`src/logic/dacscp_defs.vh`:
```
`ifndef DACSCP_DEFS_VH
`define DACSCP_DEFS_VH

// ----------------------------------------------------------------------------
// Register addresses (5-bit serial address space)
// ----------------------------------------------------------------------------
`define DACSCP_ADDR_DLL_TIMING      5'h0a
`define DACSCP_ADDR_PLL_VCO         5'h0b
`define DACSCP_ADDR_OFFSET_UPPER    5'h0c
`define DACSCP_ADDR_OFFSET_LOWER    5'h0d
`define DACSCP_ADDR_STATUS_SELECT   5'h0e
`define DACSCP_ADDR_SPARE           5'h0f

// ----------------------------------------------------------------------------
// Reset values
// ----------------------------------------------------------------------------
`define DACSCP_RST_DLL_TIMING       8'h00
`define DACSCP_RST_PLL_VCO          8'h00
`define DACSCP_RST_OFFSET_UPPER     8'h00
`define DACSCP_RST_OFFSET_LOWER     8'h00
`define DACSCP_RST_STATUS_SELECT    8'h00
`define DACSCP_RST_SPARE            8'h00

// ----------------------------------------------------------------------------
// Field positions
// ----------------------------------------------------------------------------
`define DACSCP_DLL_DELAY_MSB        7
`define DACSCP_DLL_DELAY_LSB        4
`define DACSCP_DLL_INVCLK_BIT       3
`define DACSCP_DLL_BIAS_MSB         2
`define DACSCP_DLL_BIAS_LSB         0
`define DACSCP_LPF_CLEAR_BIT        7
`define DACSCP_VCO_HALVE_BIT        6
`define DACSCP_VCO_GAIN_MSB         5
`define DACSCP_VCO_GAIN_LSB         4
`define DACSCP_VCO_RANGE_MSB        3
`define DACSCP_VCO_RANGE_LSB        0
`define DACSCP_OFFSET_SYNC_BIT      5
`define DACSCP_OFFSET_HIGH_MSB      4
`define DACSCP_STATUS_SEL_MSB       7
`define DACSCP_STATUS_SEL_LSB       5
`define DACSCP_INSTR_READ_BIT       7
`define DACSCP_INSTR_COUNT_MSB      6
`define DACSCP_INSTR_COUNT_LSB      5
`define DACSCP_INSTR_ADDR_MSB       4

// ----------------------------------------------------------------------------
// Encodings
// ----------------------------------------------------------------------------
`define DACSCP_DELAY_NOMINAL_DEG    7'h5a
`define DACSCP_DELAY_STEP_DEG       7'h05
`define DACSCP_DLL_BIAS_FORBIDDEN   3'h4
`define DACSCP_SEL_PLL_LOCK         3'h1
`define DACSCP_SEL_DLL_LOCK         3'h2
`define DACSCP_SEL_PATTERN_ERR      3'h3
`define DACSCP_SEL_FIFO_ERR         3'h4
`define DACSCP_SEL_SELFTEST_FAIL    3'h5

`endif

```
`src/logic/dacscp_top.v`:
```
// Behaviour
// - Delay trim code is signed around 90 degrees, 5 degrees per step, 50 to 125.
// - Invert bit set inverts the internal delay-loop clock.
// - Three-bit bias field selects delay-line bias; code 100 must never be used; logic only flags it and still passes it through.
// - Loop filter held at 0V while clear bit high; host toggles 1 then 0.
// - Halve bit set divides oscillator output by two.
// - Two-bit gain field sets oscillator gain; higher code, wider range.
// - Four-bit range field sets oscillator bias: 0000 lowest, 1111 highest.
// - Zero-to-one of update bit copies staged offsets to working offsets.
// - Update bit stays as written; never cleared by hardware.
// - Path A staged offset: bits 12:8 in 0x0C low bits, 7:0 in 0x0D.
// - Selector routes status pin: lock, error or normal serial output.
// - In four-wire mode a selected status overrides serial read data.
// - Three-wire with shared data pin, or four-wire with separate out pin.
// - Serial input bits are sampled on serial clock rising edges.
// - Frame enable low for two to five bytes: instruction then data.
// - Instruction bit 7 read/write, bits 6:5 count, bits 4:0 address.
// - Data byte count is code plus one; bytes sent MSB first.
// - Address starts at instruction address and decrements per later byte.
// - Three-wire read drives shared pin, keeps dedicated out pin released unless a status is selected.
// - Four-wire read drives out pin low from last falling edge to frame end.
`timescale 1ns/100ps
`include "dacscp_defs.vh"

module dacscp_top (
    input  wire        CLK_I,
    input  wire        RESET_I,
    input  wire        SERIAL_CLOCK_I,
    input  wire        FRAME_ENABLE_N_I,
    input  wire        SERIAL_DATA_IO_I,
    output reg         SERIAL_DATA_IO_O,
    output reg         SERIAL_DATA_IO_OE_O,
    output reg         SERIAL_DATA_OUT_O,
    output reg         SERIAL_DATA_OUT_OE_O,
    input  wire        FOUR_WIRE_SELECT_I,
    input  wire        PLL_LOCK_I,
    input  wire        DLL_LOCK_I,
    input  wire        PATTERN_ERR_I,
    input  wire        FIFO_ERR_I,
    input  wire        SELFTEST_FAIL_I,
    input  wire [12:0] PATH_B_STAGED_I,
    output reg  [6:0]  DLL_DELAY_DEG_O,
    output reg         DLL_CLK_INVERT_O,
    output reg  [2:0]  DLL_BIAS_SEL_O,
    output reg         DLL_BIAS_FORBIDDEN_O,
    output reg         LOOP_FILTER_CLEAR_O,
    output reg         OSCILLATOR_HALVE_O,
    output reg  [1:0]  VCO_GAIN_O,
    output reg  [3:0]  VCO_RANGE_O,
    output reg  [12:0] PATH_A_OFFSET_O,
    output reg  [12:0] PATH_B_OFFSET_O
);

    // ------------------------------------------------------------------------
    // Frame phases
    // ------------------------------------------------------------------------
    localparam [1:0] PH_INSTR = 2'b00;
    localparam [1:0] PH_DATA  = 2'b01;
    localparam [1:0] PH_DONE  = 2'b10;

    // ------------------------------------------------------------------------
    // Delay trim decode
    // ------------------------------------------------------------------------
    // Signed code, wraps mod 128 so negative steps land on 50..85
    function [6:0] dacscp_delay_deg;
        input [3:0] code;
        begin
            dacscp_delay_deg = `DACSCP_DELAY_NOMINAL_DEG
                             + ({{3{code[3]}}, code} * `DACSCP_DELAY_STEP_DEG);
        end
    endfunction

    // ------------------------------------------------------------------------
    // Pin synchronisers
    // ------------------------------------------------------------------------
    reg        sclk_s1_reg;
    reg        sclk_s2_reg;
    reg        sclk_s3_reg;
    reg        sclk_f_reg;
    reg        en_s1_reg;
    reg        en_s2_reg;
    reg        en_s3_reg;
    reg        en_f_reg;
    reg        din_s1_reg;
    reg        din_s2_reg;
    reg        din_s3_reg;

    always @(posedge CLK_I) begin
        if (RESET_I) begin
            sclk_s1_reg <= 1'b0;
            sclk_s2_reg <= 1'b0;
            sclk_s3_reg <= 1'b0;
            sclk_f_reg  <= 1'b0;
            en_s1_reg   <= 1'b1;
            en_s2_reg   <= 1'b1;
            en_s3_reg   <= 1'b1;
            en_f_reg    <= 1'b1;
            din_s1_reg  <= 1'b0;
            din_s2_reg  <= 1'b0;
            din_s3_reg  <= 1'b0;
        end else begin
            sclk_s1_reg <= SERIAL_CLOCK_I;
            sclk_s2_reg <= sclk_s1_reg;
            sclk_s3_reg <= sclk_s2_reg;
            en_s1_reg   <= FRAME_ENABLE_N_I;
            en_s2_reg   <= en_s1_reg;
            en_s3_reg   <= en_s2_reg;
            din_s1_reg  <= SERIAL_DATA_IO_I;
            din_s2_reg  <= din_s1_reg;
            din_s3_reg  <= din_s2_reg;
            if (sclk_s2_reg == sclk_s3_reg) begin
                sclk_f_reg <= sclk_s3_reg;
            end
            if (en_s2_reg == en_s3_reg) begin
                en_f_reg <= en_s3_reg;
            end
        end
    end

    // A change counts only once stages two and three agree
    wire sclk_rise = (sclk_s2_reg == sclk_s3_reg) && sclk_s3_reg && !sclk_f_reg;
    wire sclk_fall = (sclk_s2_reg == sclk_s3_reg) && !sclk_s3_reg && sclk_f_reg;
    wire frame_on  = !en_f_reg;

    // ------------------------------------------------------------------------
    // Configuration registers
    // ------------------------------------------------------------------------
    reg  [7:0]  dll_timing_ctrl_reg;
    reg  [7:0]  pll_vco_ctrl_reg;
    reg  [7:0]  offset_update_upper_reg;
    reg  [7:0]  offset_lower_reg;
    reg  [7:0]  status_pin_select_reg;

    // ------------------------------------------------------------------------
    // Serial engine state
    // ------------------------------------------------------------------------
    reg  [1:0]  phase_reg;
    reg  [2:0]  bit_cnt_reg;
    reg  [6:0]  shift_reg;
    reg         is_read_reg;
    reg  [1:0]  bytes_left_reg;
    reg  [4:0]  addr_reg;
    reg         tx_on_reg;
    reg         tx_bit_reg;
    reg  [12:0] path_a_work_reg;
    reg  [12:0] path_b_work_reg;

    wire [7:0] rx_byte = {shift_reg, din_s3_reg};

    // ------------------------------------------------------------------------
    // Read data mux
    // ------------------------------------------------------------------------
    reg  [7:0] rd_data;

    always @* begin
        case (addr_reg)
            `DACSCP_ADDR_DLL_TIMING:    rd_data = dll_timing_ctrl_reg;
            `DACSCP_ADDR_PLL_VCO:       rd_data = pll_vco_ctrl_reg;
            `DACSCP_ADDR_OFFSET_UPPER:  rd_data = offset_update_upper_reg;
            `DACSCP_ADDR_OFFSET_LOWER:  rd_data = offset_lower_reg;
            `DACSCP_ADDR_STATUS_SELECT: rd_data = status_pin_select_reg;
            `DACSCP_ADDR_SPARE:         rd_data = `DACSCP_RST_SPARE;
            default:                    rd_data = 8'h00;
        endcase
    end

    // ------------------------------------------------------------------------
    // Frame sequencing, register writes, read launch
    // ------------------------------------------------------------------------
    always @(posedge CLK_I) begin
        if (RESET_I) begin
            phase_reg               <= PH_INSTR;
            bit_cnt_reg             <= 3'h0;
            shift_reg               <= 7'h00;
            is_read_reg             <= 1'b0;
            bytes_left_reg          <= 2'h0;
            addr_reg                <= 5'h00;
            tx_on_reg               <= 1'b0;
            tx_bit_reg              <= 1'b0;
            dll_timing_ctrl_reg     <= `DACSCP_RST_DLL_TIMING;
            pll_vco_ctrl_reg        <= `DACSCP_RST_PLL_VCO;
            offset_update_upper_reg <= `DACSCP_RST_OFFSET_UPPER;
            offset_lower_reg        <= `DACSCP_RST_OFFSET_LOWER;
            status_pin_select_reg   <= `DACSCP_RST_STATUS_SELECT;
            path_a_work_reg         <= 13'h0000;
            path_b_work_reg         <= 13'h0000;
        end else if (!frame_on) begin
            // Any partial byte is simply dropped here
            phase_reg   <= PH_INSTR;
            bit_cnt_reg <= 3'h0;
            tx_on_reg   <= 1'b0;
            tx_bit_reg  <= 1'b0;
        end else begin
            if (sclk_rise && phase_reg != PH_DONE) begin
                shift_reg   <= rx_byte[6:0];
                bit_cnt_reg <= bit_cnt_reg + 3'h1;
                if (bit_cnt_reg == 3'h7) begin
                    if (phase_reg == PH_INSTR) begin
                        is_read_reg    <= rx_byte[`DACSCP_INSTR_READ_BIT];
                        bytes_left_reg <= rx_byte[`DACSCP_INSTR_COUNT_MSB:
                                                  `DACSCP_INSTR_COUNT_LSB];
                        addr_reg       <= rx_byte[`DACSCP_INSTR_ADDR_MSB:0];
                        phase_reg      <= PH_DATA;
                    end else begin
                        if (!is_read_reg) begin
                            case (addr_reg)
                                `DACSCP_ADDR_DLL_TIMING: begin
                                    dll_timing_ctrl_reg <= rx_byte;
                                end
                                `DACSCP_ADDR_PLL_VCO: begin
                                    pll_vco_ctrl_reg <= rx_byte;
                                end
                                `DACSCP_ADDR_OFFSET_UPPER: begin
                                    // Update bit kept as written, reserved bits dropped
                                    offset_update_upper_reg <= {2'b00, rx_byte[5:0]};
                                    if (!offset_update_upper_reg[`DACSCP_OFFSET_SYNC_BIT]
                                        && rx_byte[`DACSCP_OFFSET_SYNC_BIT]) begin
                                        // Staged upper bits come from this very write
                                        path_a_work_reg <= {rx_byte[`DACSCP_OFFSET_HIGH_MSB:0],
                                                            offset_lower_reg};
                                        path_b_work_reg <= PATH_B_STAGED_I;
                                    end
                                end
                                `DACSCP_ADDR_OFFSET_LOWER: begin
                                    offset_lower_reg <= rx_byte;
                                end
                                `DACSCP_ADDR_STATUS_SELECT: begin
                                    status_pin_select_reg <= {rx_byte[7:5], 5'h00};
                                end
                                default: begin
                                    // Spare and out-of-block addresses ignore writes
                                end
                            endcase
                        end
                        if (bytes_left_reg == 2'h0) begin
                            phase_reg <= PH_DONE;
                        end else begin
                            bytes_left_reg <= bytes_left_reg - 2'h1;
                            addr_reg       <= addr_reg - 5'h01;
                        end
                    end
                end
            end
            if (sclk_fall && is_read_reg) begin
                if (phase_reg == PH_DATA) begin
                    tx_on_reg  <= 1'b1;
                    tx_bit_reg <= rd_data[3'h7 - bit_cnt_reg];
                end else if (phase_reg == PH_DONE) begin
                    // Four-wire holds low until frame end, three-wire lets go
                    tx_on_reg  <= FOUR_WIRE_SELECT_I;
                    tx_bit_reg <= 1'b0;
                end
            end
        end
    end

    // ------------------------------------------------------------------------
    // Pin drivers and status routing
    // ------------------------------------------------------------------------
    reg [2:0] sel;
    reg       status_pick;
    reg       status_val;

    always @* begin
        sel         = status_pin_select_reg[`DACSCP_STATUS_SEL_MSB:`DACSCP_STATUS_SEL_LSB];
        status_pick = 1'b1;
        case (sel)
            `DACSCP_SEL_PLL_LOCK:      status_val = PLL_LOCK_I;
            `DACSCP_SEL_DLL_LOCK:      status_val = DLL_LOCK_I;
            `DACSCP_SEL_PATTERN_ERR:   status_val = PATTERN_ERR_I;
            `DACSCP_SEL_FIFO_ERR:      status_val = FIFO_ERR_I;
            `DACSCP_SEL_SELFTEST_FAIL: status_val = SELFTEST_FAIL_I;
            default: begin
                status_pick = 1'b0;
                status_val  = 1'b0;
            end
        endcase
    end

    always @(posedge CLK_I) begin
        if (RESET_I) begin
            SERIAL_DATA_IO_O     <= 1'b0;
            SERIAL_DATA_IO_OE_O  <= 1'b0;
            SERIAL_DATA_OUT_O    <= 1'b0;
            SERIAL_DATA_OUT_OE_O <= 1'b0;
        end else begin
            // Three-wire: read data on the shared pin only
            SERIAL_DATA_IO_O    <= tx_bit_reg;
            SERIAL_DATA_IO_OE_O <= tx_on_reg && !FOUR_WIRE_SELECT_I;
            if (status_pick) begin
                SERIAL_DATA_OUT_O    <= status_val;
                SERIAL_DATA_OUT_OE_O <= 1'b1;
            end else begin
                SERIAL_DATA_OUT_O    <= tx_bit_reg;
                SERIAL_DATA_OUT_OE_O <= tx_on_reg && FOUR_WIRE_SELECT_I;
            end
        end
    end

    // ------------------------------------------------------------------------
    // Decoded controls to the analog side
    // ------------------------------------------------------------------------
    always @(posedge CLK_I) begin
        if (RESET_I) begin
            DLL_DELAY_DEG_O      <= `DACSCP_DELAY_NOMINAL_DEG;
            DLL_CLK_INVERT_O     <= 1'b0;
            DLL_BIAS_SEL_O       <= 3'h0;
            DLL_BIAS_FORBIDDEN_O <= 1'b0;
            LOOP_FILTER_CLEAR_O  <= 1'b0;
            OSCILLATOR_HALVE_O   <= 1'b0;
            VCO_GAIN_O           <= 2'h0;
            VCO_RANGE_O          <= 4'h0;
            PATH_A_OFFSET_O      <= 13'h0000;
            PATH_B_OFFSET_O      <= 13'h0000;
        end else begin
            DLL_DELAY_DEG_O  <= dacscp_delay_deg(
                dll_timing_ctrl_reg[`DACSCP_DLL_DELAY_MSB:`DACSCP_DLL_DELAY_LSB]);
            DLL_CLK_INVERT_O <= dll_timing_ctrl_reg[`DACSCP_DLL_INVCLK_BIT];
            DLL_BIAS_SEL_O   <= dll_timing_ctrl_reg[`DACSCP_DLL_BIAS_MSB:
                                                    `DACSCP_DLL_BIAS_LSB];
            // Flagged only; the bias code is still passed through unchanged
            DLL_BIAS_FORBIDDEN_O <= (dll_timing_ctrl_reg[`DACSCP_DLL_BIAS_MSB:
                                     `DACSCP_DLL_BIAS_LSB] == `DACSCP_DLL_BIAS_FORBIDDEN);
            LOOP_FILTER_CLEAR_O <= pll_vco_ctrl_reg[`DACSCP_LPF_CLEAR_BIT];
            OSCILLATOR_HALVE_O  <= pll_vco_ctrl_reg[`DACSCP_VCO_HALVE_BIT];
            VCO_GAIN_O          <= pll_vco_ctrl_reg[`DACSCP_VCO_GAIN_MSB:
                                                    `DACSCP_VCO_GAIN_LSB];
            VCO_RANGE_O         <= pll_vco_ctrl_reg[`DACSCP_VCO_RANGE_MSB:
                                                    `DACSCP_VCO_RANGE_LSB];
            PATH_A_OFFSET_O     <= path_a_work_reg;
            PATH_B_OFFSET_O     <= path_b_work_reg;
        end
    end

endmodule // dacscp_top

```
`config.mk`:
```
export PLATFORM = sky130hd
export DESIGN_NAME = dacscp_top
export DESIGN_NICKNAME = d
export VERILOG_FILES = /design/src/logic/dacscp_top.v
export VERILOG_INCLUDE_DIRS = /design/src /design/src/logic
export SDC_FILE = /design/constraint.sdc
export NUM_CORES = 1
export LEC_CHECK = 0
export BUFFER_PORTS_ARGS = -buffer_cell sky130_fd_sc_hd__buf_4
export CAP_MARGIN = 5
export CORE_ASPECT_RATIO = 1.25
export CORE_UTILIZATION = 30
export CTS_CLUSTER_SIZE = 8
export DETAILED_ROUTE_END_ITERATION = 6
export SYNTH_ARGS = -nofsm -noshare
export SYNTH_HDL_FRONTEND = slang
export SYNTH_SLANG_ARGS = --single-unit
export TNS_END_PERCENT = 50
```
`constraint.sdc`:
```
create_clock -name CLK_I -period 1.92 [get_ports CLK_I]
set_input_delay 0.096 -clock CLK_I [delete_from_list [all_inputs] [get_ports CLK_I]]
set_output_delay 0.096 -clock CLK_I [all_outputs]
set_load 0.01 [all_outputs]
```
After elaboration in Yosys (flattened, before gate mapping) --
Index checks and enable logic that the tools add are counted.
Storage, ports and cells: bits in writable memories 0, bits of input ports 24, latch bits 0, bits in read-only memories 0, flip-flop bits (word level) 142, logic and storage cells 115, memories 0
Cells by class: reduce and logical (&&, ||, !) cells 30, multiply operators 1, bitwise operators 3, divide/modulo/power cells 0, equality and inequality tests 18, shifts and indexed selects 0, order comparisons 1, mux-type cells 17, $add $sub $neg 5
Operators with widths (number):
- $pmux 8 s5 | 1
- $reduce_and 6->1 | 5
- $eq 5x4->1 const B | 5
- $eq 3x3->1 const B | 4
- $mux 5 | 2
- $logic_and 1x1->1 | 9
- $mux 1 | 8
- $mux 2 | 4
- $reduce_and 4->1 | 2
- $add 7x7->7 const A | 1
- $mul 4x4->7 const B | 1
- $reduce_and 7->1 | 1
- $eq 3x2->1 const B | 2
- $pmux 1 s5 | 1
- $reduce_or 5->1 | 1
- $sub 5x1->5 const B | 1
- $logic_not 1->1 | 4
- $logic_not 2->1 | 2
- $lt 3x4->1 const B | 1
- $ne 2x2->1 const B | 2
- $reduce_and 2->1 | 2
- $reduce_bool 2->1 | 2
- $add 3x1->3 const B | 1
- $bmux 1 s3 | 1
- other kinds (9) | 12

Longest topological paths before layout --
word-level depth 5, depth in mapped cells 9

Worst setup path before layout --
No wires, ideal clock.
path type flip-flop to flip-flop, from register dll_timing_ctrl_reg[6], to register DLL_DELAY_DEG_O[6], clock period less this slack 1.924 ns, required time 1.803 ns, data arrival time 1.806 ns, stages on the path, launching flop included 9, slack -0.004 ns, cell sequence dfxtp_1 inv_1 ha_1 ha_1 ha_1 a21o_1 a21oi_1 xnor2_1 nand2_1
On the way: word-level cells in the longest chain between the ends 2
RTL lines:
- start: declaration | RTL line dacscp_top.v:128 | reg [7:0] dll_timing_ctrl_reg;
- start signal: assignment | RTL line dacscp_top.v:180 | dll_timing_ctrl_reg <= `DACSCP_RST_DLL_TIMING;
- start signal: assignment | RTL line dacscp_top.v:208 | dll_timing_ctrl_reg <= rx_byte;
- $mul 4x4->7 (no line)
- $add 7x7->7 (no line)
- end signal: assignment | RTL line dacscp_top.v:305 | DLL_DELAY_DEG_O <= `DACSCP_DELAY_NOMINAL_DEG;
- end signal: assignment | RTL line dacscp_top.v:316 | DLL_DELAY_DEG_O <= dacscp_delay_deg(
- end: declaration | RTL line dacscp_top.v:42 | output reg [6:0] DLL_DELAY_DEG_O,
Every way passes these cells. A chain may end at the register's enable or synchronous reset.

Worst setup path in the final report --
from register phase_reg[0], to register path_a_work_reg[11]
On the way: word-level cells in the longest chain between the ends 3, elaborated cells on any way between the ends 5
RTL lines:
- start: declaration | RTL line dacscp_top.v:137 | reg [1:0] phase_reg;
- start signal: assignment | RTL line dacscp_top.v:172 | phase_reg <= PH_INSTR;
- start signal: assignment | RTL line dacscp_top.v:189 | phase_reg <= PH_INSTR;
- start signal: assignment | RTL line dacscp_top.v:203 | phase_reg <= PH_DATA;
- $ne 2x2->1 / $logic_not 2->1 (equally long branches) | RTL line dacscp_top.v:194, dacscp_top.v:198
- $logic_and 1x1->1 / $not 1->1 (equally long branches)
- $reduce_and 7->1 (no line) (*)
- end signal: assignment | RTL line dacscp_top.v:219 | path_a_work_reg <= {rx_byte[`DACSCP_OFFSET_HIGH_MSB:0],
- end: declaration | RTL line dacscp_top.v:145 | reg [12:0] path_a_work_reg;
Every way passes the cells marked *; elsewhere a longest branch is shown, timed or not.

==> results.md <==
* GPL Wtd Cong at 0.9265
* Grt total ovfl at 0
* Die H at 155.0 µm
* Clock buffer depth at 2
* Final Slew Violations at 0
* Cells on worst reg2reg path at 8
* Final clock skew at around 9.2 ps
* Drt via density at 4.719
* Syn-to-layout area delta at 36.88%
* CP startpoint kind: flip-flop
* Fill cells at 1,747
* Final hold violation count at 0
* Diode count at 0
* Pre-Repair DR Iteration Count at 6
* Status: finished, final reports clean
* Least-Margin Pin Slew at approximately 830 ps
* Reg clk slew, reported paths at approximately 60 ps
* Commonest non-fill, non-tap cells in the layout: dfxtp_1, buf_4, nand2_1
* # H-tree levels at 4
* Design Area, Final at slightly below 8000 µm²
* Number of nets in the layout at 774
* Post-Syn Area at between 5000 and 6000 µm²
* Clock Latency Late Sink at 410 ps
* HP Class: in -> reg
* Final setup fails at 0
* Synthesis-stage register bit count at 142
* CP Class: reg -> reg
* Crit. End Element: flip-flop
* Critical Path RT at 2260 ps
* Core ar. at 18,240 µm²
* Final antenna-violating net count at 0
* Initial Util at 0.3081
* Maximum fanout along the worst path at 7
* CTS buffer count at 17
* Post-route minimum period at 1848 ps
* Max VDD drop at 0.4592 mV
* Slew headroom at 0.4487
* Power Total at around 6400 µW
* Die X at about 120 µm
* Area after DPL at 6581 µm²
* CTS tree: done
* Hold path depth at 5
* Initial DRC Count at roughly 260
* Final period util at 0.9624
* Largest net degree at the start of global routing at 79
* Main synth FF type: dfxtp_1
* Via count at between 4,000 and 5,000
* WL/cell at 14.46 µm
* Syn Area/Cell at 9.150 µm²
* # port buffers at 73
* Synth Instances at ~610
* Synth warnings at 0
* Initial antenna violation count at 0
* Number of flops mapped to enable cells by yosys at 0
* Die area at 19,280 µm²
* TritonCTS Sinks at roughly 140
* Final WL at 13,980 µm
* Core Rows at 55
* R2R Setup Slk at 70 ps
* DPL Wire Length at approximately 9100 µm
* Leakage at 0.003029 µW
* CP arrival at 2190 ps
* Pwr/cell area at 826.9 nW/µm²
* Unique masters post-synth at 52
* First-pass GRT wire length at 22,000 µm
* Net count after synthesis at between 600 and 700
* Vias in the first global route at 4,386
* Max Clk Rate at around 0.54 GHz
* Share of cells above drive strength 1 at 0.2760
* CTS Root Cell: clkbuf_16
* Total track usage at 0.1431
* Most common cell after layout, fill and taps aside: dfxtp_1
* I/O Pins at 74
* Async set-reset flop share out of synthesis at 0
* DRC viols at 0
* MaxCap Viol Count at 0
* Sequential fraction of the synthesis area at 0.5060
## per-layer routing
metal | vias to the layer above | global-route usage | part of all wire
li1 | 2283 | - | -
met1 | 2158 | 0.1655 | 0.43
met2 | 100 | 0.2565 | 0.52
met3 | 22 | 0.02854 | 0.037
met4 | 0 | 0.05909 | 0.020
met5 | - | 0 | 0
## cells in the mapped netlist (2+ instances only)
cell type	instances	area (µm²)
xnor2_1	5	43.79
nor3b_1	3	22.52
buf_4	2	15.01
inv_1	12	45.04
a211o_1	4	35.03
a221oi_1	6	52.55
a21oi_1	66	330.3
and3_1	3	18.77
nand3b_1	2	15.01
or2_2	5	31.28
buf_6	2	22.52
o21ai_0	9	45.04
clkbuf_1	22	82.58
nand4b_1	3	26.28
nand4_1	2	12.51
and2_1	2	12.51
xor2_1	2	17.52
nand3_2	2	20.02
a31oi_1	3	18.77
buf_2	16	80.08
nor3_1	4	20.02
nand2b_1	4	25.02
buf_1	3	11.26
dfxtp_1	142	2843
a22oi_1	9	67.56
and4b_1	2	20.02
ha_1	22	275.3
nand2_1	106	397.9
nor2b_1	48	300.3
nor2_1	42	157.7
mux2i_1	26	260.3
nand3_1	14	70.07
a21o_1	2	15.01
## repair_timing
action / 4_1_cts / 5_1_grt
pin swaps: 2 / 10
hold buffers: 18 / 0
setup buffers: 1 / 2
endpoints found under the setup margin: 10 / 65
gates cloned: 0 / 3
resized for setup: 4 / 48
hold endpoints to repair: 23 / 0
## cells by family after synthesis
| group | share of synthesized area |
|---|---|
| xor+xnor | 0.01091 |
| mux | 0.04633 |
| buf+inv | 0.04566 |
| compound gates | 0.1165 |
| simple gates | 0.2220 |
| flops | 0.5060 |
| fa+ha+maj | 0.05256 |
## stage by stage
stage | hold slack, ps | setup WS [ps] | setup TNS [ps] | utilization | cells
6_report | 165.9 | 72.14 | 0 | 0.4217 | 967
3_3_place_gp | 288.8 | -40.86 | -40.86 | 0.3609 | 912
2_1_floorplan | 171.8 | 3.082 | 0 | - | 614
4_1_cts | 159.0 | 0.6115 | 0 | 0.4046 | 962
5_1_grt | 205.9 | -27.70 | -46.42 | 0.4217 | 967
3_5_place_dp | 291.6 | -93.76 | -108.4 | 0.3609 | 912
## critical path, stage by stage (launching register included)
cell and delay [ps]:
dfxtp_2 330, inv_2 50, ha_4 180, nor3b_4 230, and4_4 260, and4b_4 360, buf_12 160, nand2_1 70
a21oi_2 140
## cell type report
cell class | instances | area, µm² | share of cell area
clock buffer | 20 | 466.7 | 0.06069
clock inverter | 11 | 131.4 | 0.01708
inverter | 12 | 45.04 | 0.005857
multi-input combinational | 415 | 2739 | 0.3562
sequential | 142 | 2859 | 0.3718
tap | 228 | 285.3 | 0.03710
timing repair buffer | 139 | 1164 | 0.1513
## power by group
| part | switching, µW | internal [µW] |
|---|---|---|
| clock network | 1250 | 2020 |
| registers | 7.22 | 2950 |
| logic | 60.7 | 64.2 |
## path summary, 6_finish.rpt
kind / start / endpoint
worst max-delay path: phase_reg[0] / path_a_work_reg[11]
worst max register to register: phase_reg[0] / path_a_work_reg[11]
worst min-delay path: SELFTEST_FAIL_I / SERIAL_DATA_OUT_O
worst min register to register: en_s1_reg / en_s2_reg
Note: power is estimated with default switching activity, not from simulation.
